--- src/hdl/pmwc_defines.vh ---
// Constants for the power mode and wake controller.
// Assumes a 100 MHz aclk and 32-bit AXI4-Lite register access.
`ifndef PMWC_DEFINES_VH
`define PMWC_DEFINES_VH

// Register byte addresses
`define PMWC_ADDR_PWR_CTRL   4'h0
`define PMWC_ADDR_CLK_CTRL   4'h4
`define PMWC_ADDR_STATE      4'h8
`define PMWC_ADDR_IRQ_STAT   4'hC
`define PMWC_ADDR_IRQ_MASK   4'h0
`define PMWC_ADDR_HI_MASK    5'h10

// power_control_reg fields
`define PMWC_PC_IDLE         0
`define PMWC_PC_PDOWN        1
`define PMWC_PC_SER_WAKE     2
`define PMWC_PC_EXT0_WAKE    3
`define PMWC_PC_RESET        4'h0

// clock_control_reg fields
`define PMWC_CC_OSC_HALT     0
`define PMWC_CC_RESET        1'h0

// Status event bits
`define PMWC_EV_IDLE_WAKE    0
`define PMWC_EV_TIC_WAKE     1
`define PMWC_EV_SER_WAKE     2
`define PMWC_EV_EXT0_WAKE    3
`define PMWC_EV_PIN_RESET    4
`define PMWC_EV_POR_DONE     5
`define PMWC_EV_W            6
`define PMWC_EV_RESET        6'h00

// Power states
`define PMWC_ST_RUN          2'h0
`define PMWC_ST_IDLE         2'h1
`define PMWC_ST_PDOWN        2'h2
`define PMWC_ST_RESET        2'h3

// Wake source codes
`define PMWC_WS_NONE         2'h0
`define PMWC_WS_TIC          2'h1
`define PMWC_WS_SER          2'h2
`define PMWC_WS_EXT0         2'h3

// Power-on release time
`define PMWC_POR_TIME_MS     128
`define PMWC_CLK_KHZ         100000
// Same count as the two figures above, sized for the timer register
`define PMWC_POR_CYCLES      24'hC3_5000

// AXI responses
`define PMWC_RESP_OKAY       2'h0
`define PMWC_RESP_SLVERR     2'h2

`define PMWC_ZERO32          32'h0000_0000

`endif

--- src/hdl/pmwc_top.v ---
// Power mode and wake controller: idle, power-down, wake and power-on reset.
// Assumes a single 100 MHz aclk, an AXI4-Lite master, and comparator
// levels from the supply monitor that are synchronous to aclk.
//
// Overview of operation
// - Software selects idle or full power-down from normal operation.
// - Idle stops the PLL core clock; the oscillator keeps running.
// - Peripherals keep their clock and stay functional during idle.
// - Core registers, stack pointer and program counter keep contents in idle.
// - Port and converter pins keep their entry states during idle.
// - Idle ends on any enabled interrupt or a hardware reset.
// - Power-down stops both the PLL and the core clock.
// - Oscillator stops in power-down only when the halt bit is set.
// - Interval counter may run in power-down; other peripherals shut down.
// - Power-down holds port levels; converter outputs go high impedance.
// - Reset pin ends power-down, defaults registers, boots on release.
// - Power cycle defaults registers; boot follows about 128 ms later.
// - Interval counter interrupt ends power-down; return resumes after entry.
// - Serial interrupt wakes power-down only with serial wake enable set.
// - External interrupt zero wakes power-down only with its enable set.
// - Reset held below 2.45 V, then released 128 ms after rising.
// - On falling supply, reset stays asserted down to 1 V.
//
// Register access over AXI4-Lite and the address map were decided locally.
`timescale 1ns/1ps
`include "pmwc_defines.vh"

module pmwc_top #(
    parameter [23:0] POR_CYCLES = `PMWC_POR_CYCLES
) (
    input  wire        aclk,
    input  wire        aresetn,
    input  wire [4:0]  s_axi_awaddr,
    input  wire [2:0]  s_axi_awprot,
    input  wire        s_axi_awvalid,
    output reg         s_axi_awready,
    input  wire [31:0] s_axi_wdata,
    input  wire [3:0]  s_axi_wstrb,
    input  wire        s_axi_wvalid,
    output reg         s_axi_wready,
    output reg  [1:0]  s_axi_bresp,
    output reg         s_axi_bvalid,
    input  wire        s_axi_bready,
    input  wire [4:0]  s_axi_araddr,
    input  wire [2:0]  s_axi_arprot,
    input  wire        s_axi_arvalid,
    output reg         s_axi_arready,
    output reg  [31:0] s_axi_rdata,
    output reg  [1:0]  s_axi_rresp,
    output reg         s_axi_rvalid,
    input  wire        s_axi_rready,
    input  wire        instr_end,
    input  wire        enabled_irq,
    input  wire        interval_counter_irq,
    input  wire        serial_irq,
    input  wire        ext_interrupt_zero_n,
    input  wire        reset_pin,
    input  wire        vdd_above_por,
    input  wire        vdd_above_min,
    output reg         core_clk_en,
    output reg         pll_en,
    output reg         osc_en,
    output reg         periph_clk_en,
    output reg         interval_counter_clk_en,
    output reg         core_hold,
    output reg         pin_hold,
    output reg         dac_hiz,
    output reg         chip_reset_n,
    output reg         wake_pulse,
    output reg  [1:0]  wake_source,
    output reg         irq
);

    function sel_addr;
        input [4:0] addr;
        input [3:0] low;
        input       hi;
        begin
            sel_addr = (addr[3:0] == low) && (addr[4] == hi);
        end
    endfunction

    // Write-one-to-clear with set winning over clear in the same cycle
    function [`PMWC_EV_W-1:0] w1c;
        input [`PMWC_EV_W-1:0] cur;
        input [`PMWC_EV_W-1:0] clr;
        input [`PMWC_EV_W-1:0] set;
        begin
            w1c = (cur & ~clr) | set;
        end
    endfunction

    reg  [1:0]            state;
    reg  [1:0]            next_state;
    reg  [3:0]            power_control_reg;
    reg                   clock_control_reg;
    reg  [`PMWC_EV_W-1:0] irq_status;
    reg  [`PMWC_EV_W-1:0] irq_mask;
    reg  [23:0]           por_count;
    reg                   por_hold;
    reg                   reset_pin_d;
    reg  [4:0]            aw_addr;
    reg                   aw_got;
    reg  [31:0]           w_data;
    reg  [3:0]            w_strb;
    reg                   w_got;

    reg  [`PMWC_EV_W-1:0] ev_set;
    reg  [1:0]            next_wake_source;
    reg                   next_wake_pulse;

    wire sys_reset = por_hold || reset_pin;
    wire wr_fire   = aw_got && w_got && !s_axi_bvalid;
    wire pc_wr     = wr_fire && sel_addr(aw_addr, `PMWC_ADDR_PWR_CTRL, 1'b0);
    wire cc_wr     = wr_fire && sel_addr(aw_addr, `PMWC_ADDR_CLK_CTRL, 1'b0);
    wire st_wr     = wr_fire && sel_addr(aw_addr, `PMWC_ADDR_IRQ_STAT, 1'b0);
    wire mk_wr     = wr_fire && sel_addr(aw_addr, `PMWC_ADDR_IRQ_MASK, 1'b1);
    wire wr_ok     = pc_wr || cc_wr || st_wr || mk_wr
                     || sel_addr(aw_addr, `PMWC_ADDR_STATE, 1'b0);

    // Interrupt zero is level sampled; the far end keeps it high around
    // the entry instruction, so no stale low can wake us at once.
    wire ext0_wake = !ext_interrupt_zero_n
                     && power_control_reg[`PMWC_PC_EXT0_WAKE];
    wire ser_wake  = serial_irq
                     && power_control_reg[`PMWC_PC_SER_WAKE];

    // Power-on timer: restarts whenever the supply is below threshold
    always @(posedge aclk) begin
        if (!aresetn) begin
            por_count <= 24'h00_0000;
            por_hold  <= 1'b1;
        end else if (!vdd_above_por) begin
            // Covers the falling edge too: held until the monitor dies
            por_count <= 24'h00_0000;
            por_hold  <= 1'b1;
        end else if (por_count >= POR_CYCLES - 24'h00_0001) begin
            por_hold  <= 1'b0;
        end else begin
            por_count <= por_count + 24'h00_0001;
        end
    end

    always @* begin
        next_state       = state;
        next_wake_source = `PMWC_WS_NONE;
        next_wake_pulse  = 1'b0;
        case (state)
            `PMWC_ST_RESET: begin
                if (!sys_reset) begin
                    next_state = `PMWC_ST_RUN;
                end
            end
            `PMWC_ST_RUN: begin
                if (instr_end
                    && power_control_reg[`PMWC_PC_PDOWN]) begin
                    next_state = `PMWC_ST_PDOWN;
                end else if (instr_end
                             && power_control_reg[`PMWC_PC_IDLE]) begin
                    next_state = `PMWC_ST_IDLE;
                end
            end
            `PMWC_ST_IDLE: begin
                if (enabled_irq) begin
                    next_state      = `PMWC_ST_RUN;
                    next_wake_pulse = 1'b1;
                end
            end
            `PMWC_ST_PDOWN: begin
                if (interval_counter_irq) begin
                    next_state       = `PMWC_ST_RUN;
                    next_wake_pulse  = 1'b1;
                    next_wake_source = `PMWC_WS_TIC;
                end else if (ser_wake) begin
                    next_state       = `PMWC_ST_RUN;
                    next_wake_pulse  = 1'b1;
                    next_wake_source = `PMWC_WS_SER;
                end else if (ext0_wake) begin
                    next_state       = `PMWC_ST_RUN;
                    next_wake_pulse  = 1'b1;
                    next_wake_source = `PMWC_WS_EXT0;
                end
            end
            default: begin
                next_state = `PMWC_ST_RESET;
            end
        endcase
        if (sys_reset) begin
            next_state = `PMWC_ST_RESET;
        end
    end

    always @* begin
        ev_set = `PMWC_EV_RESET;
        ev_set[`PMWC_EV_IDLE_WAKE] = (state == `PMWC_ST_IDLE)
                                     && next_wake_pulse;
        ev_set[`PMWC_EV_TIC_WAKE]  = next_wake_source == `PMWC_WS_TIC;
        ev_set[`PMWC_EV_SER_WAKE]  = next_wake_source == `PMWC_WS_SER;
        ev_set[`PMWC_EV_EXT0_WAKE] = next_wake_source == `PMWC_WS_EXT0;
        ev_set[`PMWC_EV_PIN_RESET] = reset_pin && !reset_pin_d;
        ev_set[`PMWC_EV_POR_DONE]  = (state == `PMWC_ST_RESET)
                                     && !sys_reset;
    end

    always @(posedge aclk) begin
        if (!aresetn) begin
            state       <= `PMWC_ST_RESET;
            reset_pin_d <= 1'b0;
            wake_pulse  <= 1'b0;
            wake_source <= `PMWC_WS_NONE;
        end else begin
            state       <= next_state;
            reset_pin_d <= reset_pin;
            wake_pulse  <= next_wake_pulse;
            wake_source <= next_wake_source;
        end
    end

    // Mode bits clear on wake so the core does not fall straight back in
    always @(posedge aclk) begin
        if (!aresetn || sys_reset) begin
            power_control_reg <= `PMWC_PC_RESET;
            clock_control_reg <= `PMWC_CC_RESET;
        end else begin
            if (pc_wr && w_strb[0]) begin
                power_control_reg <= w_data[3:0];
            end else if (next_wake_pulse) begin
                power_control_reg[`PMWC_PC_IDLE]  <= 1'b0;
                power_control_reg[`PMWC_PC_PDOWN] <= 1'b0;
            end
            if (cc_wr && w_strb[0]) begin
                clock_control_reg <= w_data[`PMWC_CC_OSC_HALT];
            end
        end
    end

    // Status and mask survive chip resets so software can see the cause
    always @(posedge aclk) begin
        if (!aresetn) begin
            irq_status <= `PMWC_EV_RESET;
            irq_mask   <= `PMWC_EV_RESET;
            irq        <= 1'b0;
        end else begin
            irq_status <= w1c(irq_status,
                              (st_wr && w_strb[0])
                              ? w_data[`PMWC_EV_W-1:0]
                              : `PMWC_EV_RESET,
                              ev_set);
            if (mk_wr && w_strb[0]) begin
                irq_mask <= w_data[`PMWC_EV_W-1:0];
            end
            irq <= |(irq_status & irq_mask);
        end
    end

    // Clock gating and pin control taken from the next state; chip_reset_n from sys_reset and vdd_above_min
    always @(posedge aclk) begin
        if (!aresetn) begin
            core_clk_en             <= 1'b0;
            pll_en                  <= 1'b1;
            osc_en                  <= 1'b1;
            periph_clk_en           <= 1'b0;
            interval_counter_clk_en <= 1'b0;
            core_hold               <= 1'b0;
            pin_hold                <= 1'b0;
            dac_hiz                 <= 1'b0;
            chip_reset_n            <= 1'b0;
        end else begin
            core_clk_en   <= next_state == `PMWC_ST_RUN;
            pll_en        <= next_state != `PMWC_ST_PDOWN;
            osc_en        <= !(next_state == `PMWC_ST_PDOWN
                               && clock_control_reg);
            periph_clk_en <= next_state == `PMWC_ST_RUN
                             || next_state == `PMWC_ST_IDLE;
            // Interval counter runs off the oscillator, so it stops with it
            interval_counter_clk_en <= next_state != `PMWC_ST_RESET
                                       && !(next_state == `PMWC_ST_PDOWN
                                            && clock_control_reg);
            core_hold     <= next_state == `PMWC_ST_IDLE
                             || next_state == `PMWC_ST_PDOWN;
            pin_hold      <= next_state == `PMWC_ST_IDLE
                             || next_state == `PMWC_ST_PDOWN;
            dac_hiz       <= next_state == `PMWC_ST_PDOWN;
            // Below 1 V the monitor cannot drive; low is the safe default
            chip_reset_n  <= !(sys_reset || !vdd_above_min);
        end
    end

    // AXI4-Lite write: address and data taken in either order
    always @(posedge aclk) begin
        if (!aresetn) begin
            s_axi_awready <= 1'b0;
            s_axi_wready  <= 1'b0;
            s_axi_bvalid  <= 1'b0;
            s_axi_bresp   <= `PMWC_RESP_OKAY;
            aw_got        <= 1'b0;
            w_got         <= 1'b0;
            aw_addr       <= 5'h00;
            w_data        <= `PMWC_ZERO32;
            w_strb        <= 4'h0;
        end else begin
            s_axi_awready <= !aw_got && !s_axi_awready && s_axi_awvalid
                             && !s_axi_bvalid;
            s_axi_wready  <= !w_got && !s_axi_wready && s_axi_wvalid
                             && !s_axi_bvalid;
            if (s_axi_awvalid && s_axi_awready) begin
                aw_got  <= 1'b1;
                aw_addr <= s_axi_awaddr;
            end
            if (s_axi_wvalid && s_axi_wready) begin
                w_got  <= 1'b1;
                w_data <= s_axi_wdata;
                w_strb <= s_axi_wstrb;
            end
            if (wr_fire) begin
                aw_got       <= 1'b0;
                w_got        <= 1'b0;
                s_axi_bvalid <= 1'b1;
                s_axi_bresp  <= wr_ok ? `PMWC_RESP_OKAY
                                      : `PMWC_RESP_SLVERR;
            end else if (s_axi_bvalid && s_axi_bready) begin
                s_axi_bvalid <= 1'b0;
            end
        end
    end

    // AXI4-Lite read
    always @(posedge aclk) begin
        if (!aresetn) begin
            s_axi_arready <= 1'b0;
            s_axi_rvalid  <= 1'b0;
            s_axi_rdata   <= `PMWC_ZERO32;
            s_axi_rresp   <= `PMWC_RESP_OKAY;
        end else begin
            s_axi_arready <= !s_axi_arready && s_axi_arvalid
                             && !s_axi_rvalid;
            if (s_axi_arvalid && s_axi_arready) begin
                s_axi_rvalid <= 1'b1;
                s_axi_rresp  <= `PMWC_RESP_OKAY;
                s_axi_rdata  <= `PMWC_ZERO32;
                if (sel_addr(s_axi_araddr, `PMWC_ADDR_PWR_CTRL, 1'b0)) begin
                    s_axi_rdata[3:0] <= power_control_reg;
                end else if (sel_addr(s_axi_araddr,
                                      `PMWC_ADDR_CLK_CTRL, 1'b0)) begin
                    s_axi_rdata[0] <= clock_control_reg;
                end else if (sel_addr(s_axi_araddr,
                                      `PMWC_ADDR_STATE, 1'b0)) begin
                    s_axi_rdata[1:0] <= state;
                    s_axi_rdata[2]   <= por_hold;
                end else if (sel_addr(s_axi_araddr,
                                      `PMWC_ADDR_IRQ_STAT, 1'b0)) begin
                    s_axi_rdata[`PMWC_EV_W-1:0] <= irq_status;
                end else if (sel_addr(s_axi_araddr,
                                      `PMWC_ADDR_IRQ_MASK, 1'b1)) begin
                    s_axi_rdata[`PMWC_EV_W-1:0] <= irq_mask;
                end else begin
                    s_axi_rresp <= `PMWC_RESP_SLVERR;
                end
            end else if (s_axi_rvalid && s_axi_rready) begin
                s_axi_rvalid <= 1'b0;
            end
        end
    end

endmodule // pmwc_top

--- config.mk ---
export PLATFORM = sky130hd
export DESIGN_NAME = pmwc_top
export DESIGN_NICKNAME = d
export VERILOG_FILES = /design/src/hdl/pmwc_top.v
export VERILOG_INCLUDE_DIRS = /design/src /design/src/hdl
export SDC_FILE = /design/constraint.sdc
export NUM_CORES = 1
export LEC_CHECK = 0
export BUFFER_PORTS_ARGS = -buffer_cell sky130_fd_sc_hd__buf_2
export CAP_MARGIN = 20
export CORE_ASPECT_RATIO = 1.5
export CORE_MARGIN = 5
export CORE_UTILIZATION = 40
export DETAILED_ROUTE_END_ITERATION = 10
export GPL_TIMING_DRIVEN = 0
export HOLD_SLACK_MARGIN = 0.03
export SLEW_MARGIN = 20
export SYNTH_ARGS = -nofsm -noshare
export SYNTH_HDL_FRONTEND = slang
export SYNTH_SLANG_ARGS = --single-unit
--- constraint.sdc ---
create_clock -name aclk -period 2.5 [get_ports aclk]
set_input_delay 0.5 -clock aclk [delete_from_list [all_inputs] [get_ports aclk]]
set_output_delay 0.5 -clock aclk [all_outputs]
set_load 0.02 [all_outputs]
# --- Word-level counts from Yosys, hierarchy flattened ---
# Index checks and enable logic that the tools add are counted.
word_totals:
  romBits: 0
  ff_bits: 86
  word_cells: 171
  mem_count: 0
  latch_bits: 0
  mem_bits_rw: 0
op_classes:
  muxes: 38
  n_reduce_logical: 75
  shift: 0
  order_cmp: 1
  n_addsub: 1
  eq_ne: 16
  bitwise_logic: 7
  n_mul: 0
  div: 0
ops:
  columns: ["operator", "count"]
  rows:
  - ["$logic_and 1x1->1", 42]
  - ["$mux 2", 20]
  - ["$add 24x1->24 const B", 1]
  - ["$ge 24x24->1 const B", 1]
  - ["$mux 6", 3]
  - ["$eq 4x4->1 const B", 4]
  - ["$logic_not 1->1", 14]
  - ["$and 6x6->6", 2]
  - ["$eq 2x2->1 const B", 5]
  - ["$logic_or 1x1->1", 9]
  - ["$mux 1", 9]
  - ["$eq 4x3->1 const B", 2]
  - ["$logic_not 4->1", 2]
  - ["$pmux 2 s4", 1]
  - ["$eq 2x1->1 const B", 3]
  - ["$mux 3", 2]
  - ["$not 6->6", 1]
  - ["$or 6x6->6", 1]
  - ["$reduce_bool 2->1", 3]
  - ["$reduce_or 6->1", 1]
  - ["$mux 5", 1]
  - ["$logic_not 2->1", 2]
  - ["$mux 4", 1]
  - ["$ne 2x2->1 const B", 2]
  - ["other kinds (4)", 6]

# --- Depth between registers and ports, before layout ---
# Gate-level depths: netlist of the first run.
depth:
  depth_word: 11
  mapped_depth: 10
  ltp_nobuf: 10

# --- Worst setup path after synthesis of the first run ---
# Ideal clock, no wire load.
synth_path:
  kind: "register -> register"
  from: "register state[1]"
  to: "register periph_clk_en"
  t_required_ns: 2.372
  arrival_time_ns: 1.866
  path_buffers: 0
  setup_slack_ns: 0.506
  synth_period_minus_slack_ns: 1.994
  stages_incl_launch_ff: 10
  setup_time_ns: 0.128
  cell_sequence: "dfxtp_1 ha_1 inv_1 o41ai_1 a22oi_1 or2_2 and2_1 ha_1 nor2_1 nor2_1"
synth_between:
  elab_chain_len: 7
synth_rtl:
  columns: ["item", "line", "rtl"]
  rows:
  - ["start, declared", "pmwc_top.v:93", "reg [1:0] state;"]
  - ["start signal, assigned", "pmwc_top.v:207", "state <= `PMWC_ST_RESET;"]
  - ["start signal, assigned", "pmwc_top.v:212", "state <= next_state;"]
  - ["$mux 2", "pmwc_top.v:178", "end else if (ext0_wake) begin"]
  - ["$mux 2", "pmwc_top.v:174", "end else if (ser_wake) begin"]
  - ["$mux 2", "pmwc_top.v:170", "if (interval_counter_irq) begin"]
  - ["$pmux 2 s4 *", "pmwc_top.v:148", "case (state)"]
  - ["$mux 2 *", "pmwc_top.v:188", "if (sys_reset) begin"]
  - ["$eq 2x1->1 (no source line) / $logic_not 2->1 (equally long branches)", null, null]
  - ["$logic_or 1x1->1 (no source line) *", null, null]
  - ["end signal, assigned", "pmwc_top.v:273", "periph_clk_en <= next_state == `PMWC_ST_RUN"]
  - ["end, declared", "pmwc_top.v:63", "output reg periph_clk_en,"]
# Every way passes the cells marked *; elsewhere a longest branch is shown, timed or not.
# A chain may end at the register's enable or synchronous reset.

# --- Worst setup path in the final report of the first run ---
layout_path:
  from: "register por_count[0]"
  to: "register por_count[6]"
layout_between:
  elab_chain_len: 1
layout_rtl:
  columns: ["item", "line", "rtl"]
  rows:
  - ["start, declared", "pmwc_top.v:99", "reg [23:0] por_count;"]
  - ["start signal, assigned", "pmwc_top.v:140", "por_count <= por_count + 24'h00_0001;"]
  - ["$add 24x1->24 / $ge 24x24->1 (equally long branches)", "pmwc_top.v:140, pmwc_top.v:137", null]
# Several ways; a longest one is shown, not always the timed one.

==> impl_results.md, run 1 <==
- Max_cap viols: 0
- Worst R2R End: por_count[6]
- Reg2reg path depth: 7
- Met1 usage: 17.17%
- Most common cell after layout, fill and taps aside: dfxtp_1
- Slowest-stage cell, CP: a31oi_1
- GR Util met2: a little under a third
- Peak VDD IR: 0.3493 mV
- Die area: about 12000 µm²
- Clk_skew: a little over 9 ps
- Core Area: between 9000 and 10000 µm²
- CTS tree: done
- Drt drc: 0
- Via count: approximately 3500
- P_sw: just over 700 µW
- Reg power frac: 48.5%
- Layout cells sized above 1: 20.25%
- Power density over cell area: 601.0 nW/µm²
- Vias per cell: about 5.2
- Clk sinks: 84
- Slew margin rel.: around 27%
- Crit path required time: 2770 ps
- Clock share of power: between 40% and 50%
- Endpoint class of the critical path: register
- Drt total wl: roughly 9.6 mm
- Initial drt markers: 147
- Top_reg_cell synth: dfxtp_1
- Clk buf depth: 2
- Outcome: completed
- Slowest cell delay on critical path: roughly 480 ps
- Initial Utilization: about two fifths
- Slew Limit Fails: 0
- Final hold violations: 0
- Global-route wire length before repair: about 16 mm
- Register area share after synthesis: ~43%
- Synthesized cell area: just under 4000 µm²
- Synth cell types: 54
- Fin nets: 630
- FF-to-FF Start: por_count[0]
- Hold path cells: 2
- Cts bufs inserted: 9
- Initial antenna violation count: 0
- Sw frac: approximately 25%
- Register with the most flip-flops: por_count
- Fin util: a little under 50%
- Post-route ant nets: 0
- Die Width: approximately 90 µm
- R2R Setup Slk: slightly above 200 ps
- DR WL/cell: ~14 µm
- Clock transition at path regs: about 60 ps
- Synthesis Warnings: 0
- DP HPWL: between 7 and 8 mm
- Routing usage on met3: under 10%
- Class of the worst hold path: in2reg
- Area Overhead vs Synth: 21.15%
- RSZ-0062 raised after global routing: no
- Hold Crit Start: vdd_above_min
- Setup TNS: 0 ps
- Crit path DAT: roughly 2600 ps
- Global Route Usage Sum: 16.64%
- Async set or reset register ratio after synthesis: 0%
- Cell Int Power: between 2 and 2.5 mW
- FMAX: approximately 440 MHz
- Avg Inst Size Synth: ~8.4 µm²
- Period minus WS final: 2299 ps
- DR pass1 iterations: 6
- Crit share post-route: around nine tenths
- #FFs+latches synth: 84
- Mapped Cells: 461
- Gate power share: 6.9%
- Clock Latency Late Sink: ~340 ps
- CP startpoint kind: register
- Grt total ovfl: 0
- Inst Count DP: between 600 and 700
- Vias in the first global route: roughly 3400
- Row count: 44
- Largest net degree at the start of global routing: 17
- Final setup fails: 0
- Crit path kind: reg2reg
- Crit path max fanout: 10
- Least-Margin Pin Slew: between 1000 and 1500 ps
- Non-Filler Instances: roughly 670
- IO buf count: 54
- Post-synth EDFFs: 0
- CTS Root Cell: clkbuf_16
- Diodes inserted: 0
- H-tree levels: 3
- Worst path cell trace: ha_1 -> and4_1 -> nand4_1 -> a31oi_1 -> clkbuf_2 -> o21ai_0 -> a21oi_1
- Leading cell types in the layout, fill and taps excluded: dfxtp_1, nand2_1, buf_2, a21oi_1
- Max reg flops: 24
- GRT busiest layer: met2
- WHS Endpoint: chip_reset_n
- Die span in y: roughly 130 µm
- Final GP Congestion: approximately 0.83
- Leak Pwr: 1.860 nW
- I/O pin count: 121
==> worst max-delay path by stage <==
stage	end	slack (ps)	from	depth (start not counted)
2_1_floorplan	periph_clk_en	510	state[1]	9
4_1_cts	interval_counter_clk_en	100	state[1]	8
3_3_place_gp	por_count[23]	30	por_count[0]	7
3_5_place_dp	por_count[23]	20	por_count[0]	7
5_1_grt	por_count[2]	50	por_count[0]	7
6_report	por_count[6]	200	por_count[0]	7
==> worst max-delay path: cells and delay by family, from the launching register on <==
family | cells | cell delay [ps]
AOI/OAI and AO/OA | 3 | 750
buffers and inverters | 1 | 320
DFF | 1 | 390
and+or+nand+nor | 2 | 510
adders and majority gates | 1 | 250
==> per-stage QoR <==
stage | setup slack [ps] | power [mW] | cell area [µm²] | hold WS (ps)
2_1_floorplan | 506.3 | 1.538 | 3988 | 384.6
3_3_place_gp | 27.43 | 1.596 | 4402 | 444.8
3_5_place_dp | 19.33 | 1.598 | 4402 | 453.0
4_1_cts | 96.00 | 2.848 | 4691 | 373.7
5_1_grt | 51.97 | 2.941 | 4708 | 400.5
6_report | 201.3 | 2.830 | 4708 | 388.0
==> timing repair <==
| action | CTS | global route |
|---|---|---|
| hold buffers | 0 | 0 |
| resized for setup | 1 | 5 |
| buffers inserted | 0 | 0 |
| endpoints found under the hold margin | 0 | 0 |
| setup endpoints to repair | 1 | 16 |
| pin swaps | 0 | 0 |
==> Yosys cell counts, types with 2 or more instances <==
| cell | instances | area share [%] |
|---|---|---|
| o211ai_1 | 3 | 0.58 |
| nor2b_1 | 3 | 0.48 |
| or3_1 | 12 | 1.9 |
| nand2_1 | 59 | 5.7 |
| or4_1 | 5 | 0.97 |
| o31ai_1 | 7 | 1.4 |
| nor3_1 | 8 | 1.0 |
| nand4_1 | 5 | 0.80 |
| and4_1 | 2 | 0.45 |
| inv_1 | 10 | 0.97 |
| a31oi_1 | 4 | 0.64 |
| nand3_1 | 22 | 2.8 |
| nor4_1 | 3 | 0.48 |
| a21oi_1 | 46 | 5.9 |
| a32o_1 | 2 | 0.52 |
| nand2b_1 | 6 | 0.97 |
| nor4b_1 | 5 | 1.1 |
| nor2_1 | 29 | 2.8 |
| and2_1 | 11 | 1.8 |
| and3_1 | 6 | 0.97 |
| clkbuf_1 | 12 | 1.2 |
| buf_4 | 29 | 5.6 |
| o21ai_0 | 25 | 3.2 |
| or2_2 | 3 | 0.48 |
| a22o_1 | 2 | 0.45 |
| nand3b_1 | 3 | 0.58 |
| dfxtp_1 | 84 | 43 |
| ha_1 | 10 | 3.2 |
| a211oi_1 | 2 | 0.39 |
| xor2_1 | 3 | 0.68 |
| mux2i_1 | 9 | 2.3 |
| a22oi_1 | 8 | 1.5 |
| buf_1 | 2 | 0.19 |
==> metal layers <==
metal | part of all wire, % | routed length (µm)
met3 | 4.0 | 382
met2 | 54 | 5136
met4 | 3.4 | 329
met5 | 0 | 0
met1 | 39 | 3731
==> kinds of logic (layout without fill, tap and decap cells) <==
kind of cell    Yosys count  count (layout)  share of synthesized area, %
xor+xnor                  4               4                        0.9016
other cells               1              28                       0.09649
simple gates            189             189                         25.21
mux                       9               9                         2.318
compound gates          110             110                         16.94
buf+inv                  54             124                         8.049
flops                    84              84                         43.27
fa+ha+maj                10              10                         3.220
==> power by group through the flow <==
stage	Clock, mW	Sequential [mW]	Combinational, mW
after floorplan	0	1.41	0.129
after detailed placement	0	1.40	0.194
after global placement	0	1.40	0.193
after global routing	1.35	1.38	0.218
final	1.26	1.37	0.196
after CTS	1.28	1.37	0.195
==> final cells by class <==
cell class / count / area [µm²]
buffer: 44 / 276.5
clock buffer: 9 / 225.2
clock inverter: 7 / 58.81
fill: 984 / 4871
inverter: 10 / 37.54
multi-input combinational: 350 / 2013
sequential: 84 / 1683
tap: 115 / 143.9
timing repair buffer: 54 / 270.3
(Power assumes the default switching activity.)
==> run 2: changes to the inputs <==
==> constraint.sdc (replaced) <==
create_clock -name aclk -period 2.6 [get_ports aclk]
set_input_delay 0.52 -clock aclk [delete_from_list [all_inputs] [get_ports aclk]]
set_output_delay 0.52 -clock aclk [all_outputs]
set_load 0.02 [all_outputs]
==> run 2 against run 1 <==
Effect of this change:
- final cell count unchanged
- via count decreased by 0.54%
- first-iteration DRC count decreased by 4.8%
- critical endpoint is now interval_counter_clk_en
- largest cell class unchanged
- largest power group unchanged
==> impl_results.md, run 2 (synthesis gave the netlist of run 1 again) <==
- CTS Root Cell: clkbuf_16
- Fin nets: 630
- Worst setup margin: 253.7 ps
- Drt total wl: between 9 and 10 mm
- Area Overhead vs Synth: 20.90%
- FMAX: ~430 MHz
- Post-route ant nets: 0
- Diodes inserted: 0
- Cts bufs inserted: 9
- Grt total ovfl: 0
- Global-route wire length before repair: around 16 mm
- Core Area: roughly 9600 µm²
- DP HPWL: around 7.4 mm
- Post-CTS Setup Bufs: 0
- Crit share post-route: roughly 90%
- Class of the worst hold path: in2reg
- Top layer in use: met4
- Period minus WS final: 2346 ps
- RSZ-0062 raised after global routing: no
- Clk buf depth: 2
- Crit path required time: 2840 ps
- Layout cells sized above 1: about a fifth
- Max_cap viols: 0
- Outcome: completed
- CP startpoint kind: register
- Final hold violations: 0
- Power density over cell area: between 500 and 600 nW/µm²
- Clk sinks: 84
- Worst slack at placement: approximately 120 ps
- Largest net degree at the start of global routing: 17
- Final GP Congestion: about 0.83
- Clk_skew: 8.280 ps
- Drt drc: 0
- Most common cell after layout, fill and taps aside: dfxtp_1
- Global Route Usage Sum: roughly 17%
- Metal2 WL: 5.164 mm
- Die span in y: ~130 µm
- DR WL/cell: about 14 µm
- Peak VDD IR: approximately 0.33 mV
- Initial drt markers: 140
- Vias per cell: 5.158
- Slew margin rel.: 27.27%
- DR pass1 iterations: 4
- Crit path kind: reg2reg
- Register with the most flip-flops: por_count
- Initial antenna violation count: 0
- Reg power frac: between 40% and 50%
- Sw frac: roughly 25%
- Crit path max fanout: 7
- Die area: roughly 12000 µm²
- Leak Pwr: 1.854 nW
- P_sw: roughly 680 µW
- Row count: 44
- Vias in the first global route: between 3000 and 4000
- Endpoint class of the critical path: register
- Hold buffers post-CTS: 0
- IO buf count: 54
- Final setup fails: 0
- Gate power share: 6.9%
- Setup TNS: 0 ps
- Crit path DAT: about 2600 ps
- Clock share of power: between 40% and 50%
- I/O pin count: about 120
- Final hold slack: 409.4 ps
- Max reg flops: 24
- CTS tree: done
- Clock Latency Late Sink: roughly 340 ps
- Clock transition at path regs: 60 ps
- Cell Int Power: 2.036 mW
- Met3 wire length: approximately 420 µm
- Fin util: about half
- Die Width: between 90 and 100 µm
- Slew Limit Fails: 0
- Via count: between 3000 and 4000
- H-tree levels: 3
- Wl on met1: 3.708 mm
- Least-Margin Pin Slew: between 1000 and 1500 ps
- Leading cell types in the layout, fill and taps excluded: dfxtp_1, nand2_1, buf_2, a21oi_1
- Initial Utilization: 40.57%
==> run 2: area by class of cell <==
class	instances	area, µm²
fill	983	4881
multi-input combinational	350	2004
clock inverter	7	58.81
clock buffer	9	225.2
timing repair buffer	54	270.3
buffer	44	276.5
tap	115	143.9
inverter	10	37.54
sequential	84	1682
==> run 2: critical path, cell delays in order (launching register included) <==
cell      delay (ps)
dfxtp_1          470
ha_1             260
inv_1             50
o41ai_1          430
o21ai_0          150
a21oi_1          270
nor3_1           120
ha_1             220
a211oi_1         260
==> run 2: routing by layer <==
| metal | up-vias | track usage [%] |
|---|---|---|
| met5 | - | 0 |
| met2 | 75 | 31.32 |
| li1 | 1767 | - |
| met1 | 1613 | 17.17 |
| met4 | 0 | 8.677 |
| met3 | 16 | 3.608 |
==> run 2: timing repair <==
action	CTS	global route
hold endpoints to repair	0	0
resized for setup	0	3
endpoints found under the setup margin	0	11
==> run 2: worst paths after layout <==
| path | depth (start not counted) | slack [ps] | startpoint | end |
|---|---|---|---|---|
| setup / recovery | 8 | 250 | state[1] | interval_counter_clk_en |
| hold / removal | 2 | 410 | vdd_above_min | chip_reset_n |
| setup reg to reg | 8 | 250 | state[1] | interval_counter_clk_en |
| hold reg to reg | 1 | 450 | s_axi_rvalid | s_axi_arready |
==> run 2: metrics by stage <==
stage | cell area [µm²] | std cells | power (mW)
floorplan | 3988 | 488 | 1.479
global placement | 4402 | 657 | 1.535
detailed placement | 4402 | 657 | 1.537
CTS | 4686 | 673 | 2.739
global route | 4698 | 673 | 2.828
finish | 4698 | 673 | 2.713
==> run 2: power by group through the flow <==
| stage | Sequential, mW | Combinational [mW] | Clock (mW) |
|---|---|---|---|
| 2_1_floorplan | 1.35 | 0.124 | 0 |
| 3_3_place_gp | 1.35 | 0.185 | 0 |
| 3_5_place_dp | 1.35 | 0.187 | 0 |
| 4_1_cts | 1.32 | 0.187 | 1.23 |
| 5_1_grt | 1.32 | 0.209 | 1.29 |
| 6_report | 1.32 | 0.188 | 1.20 |
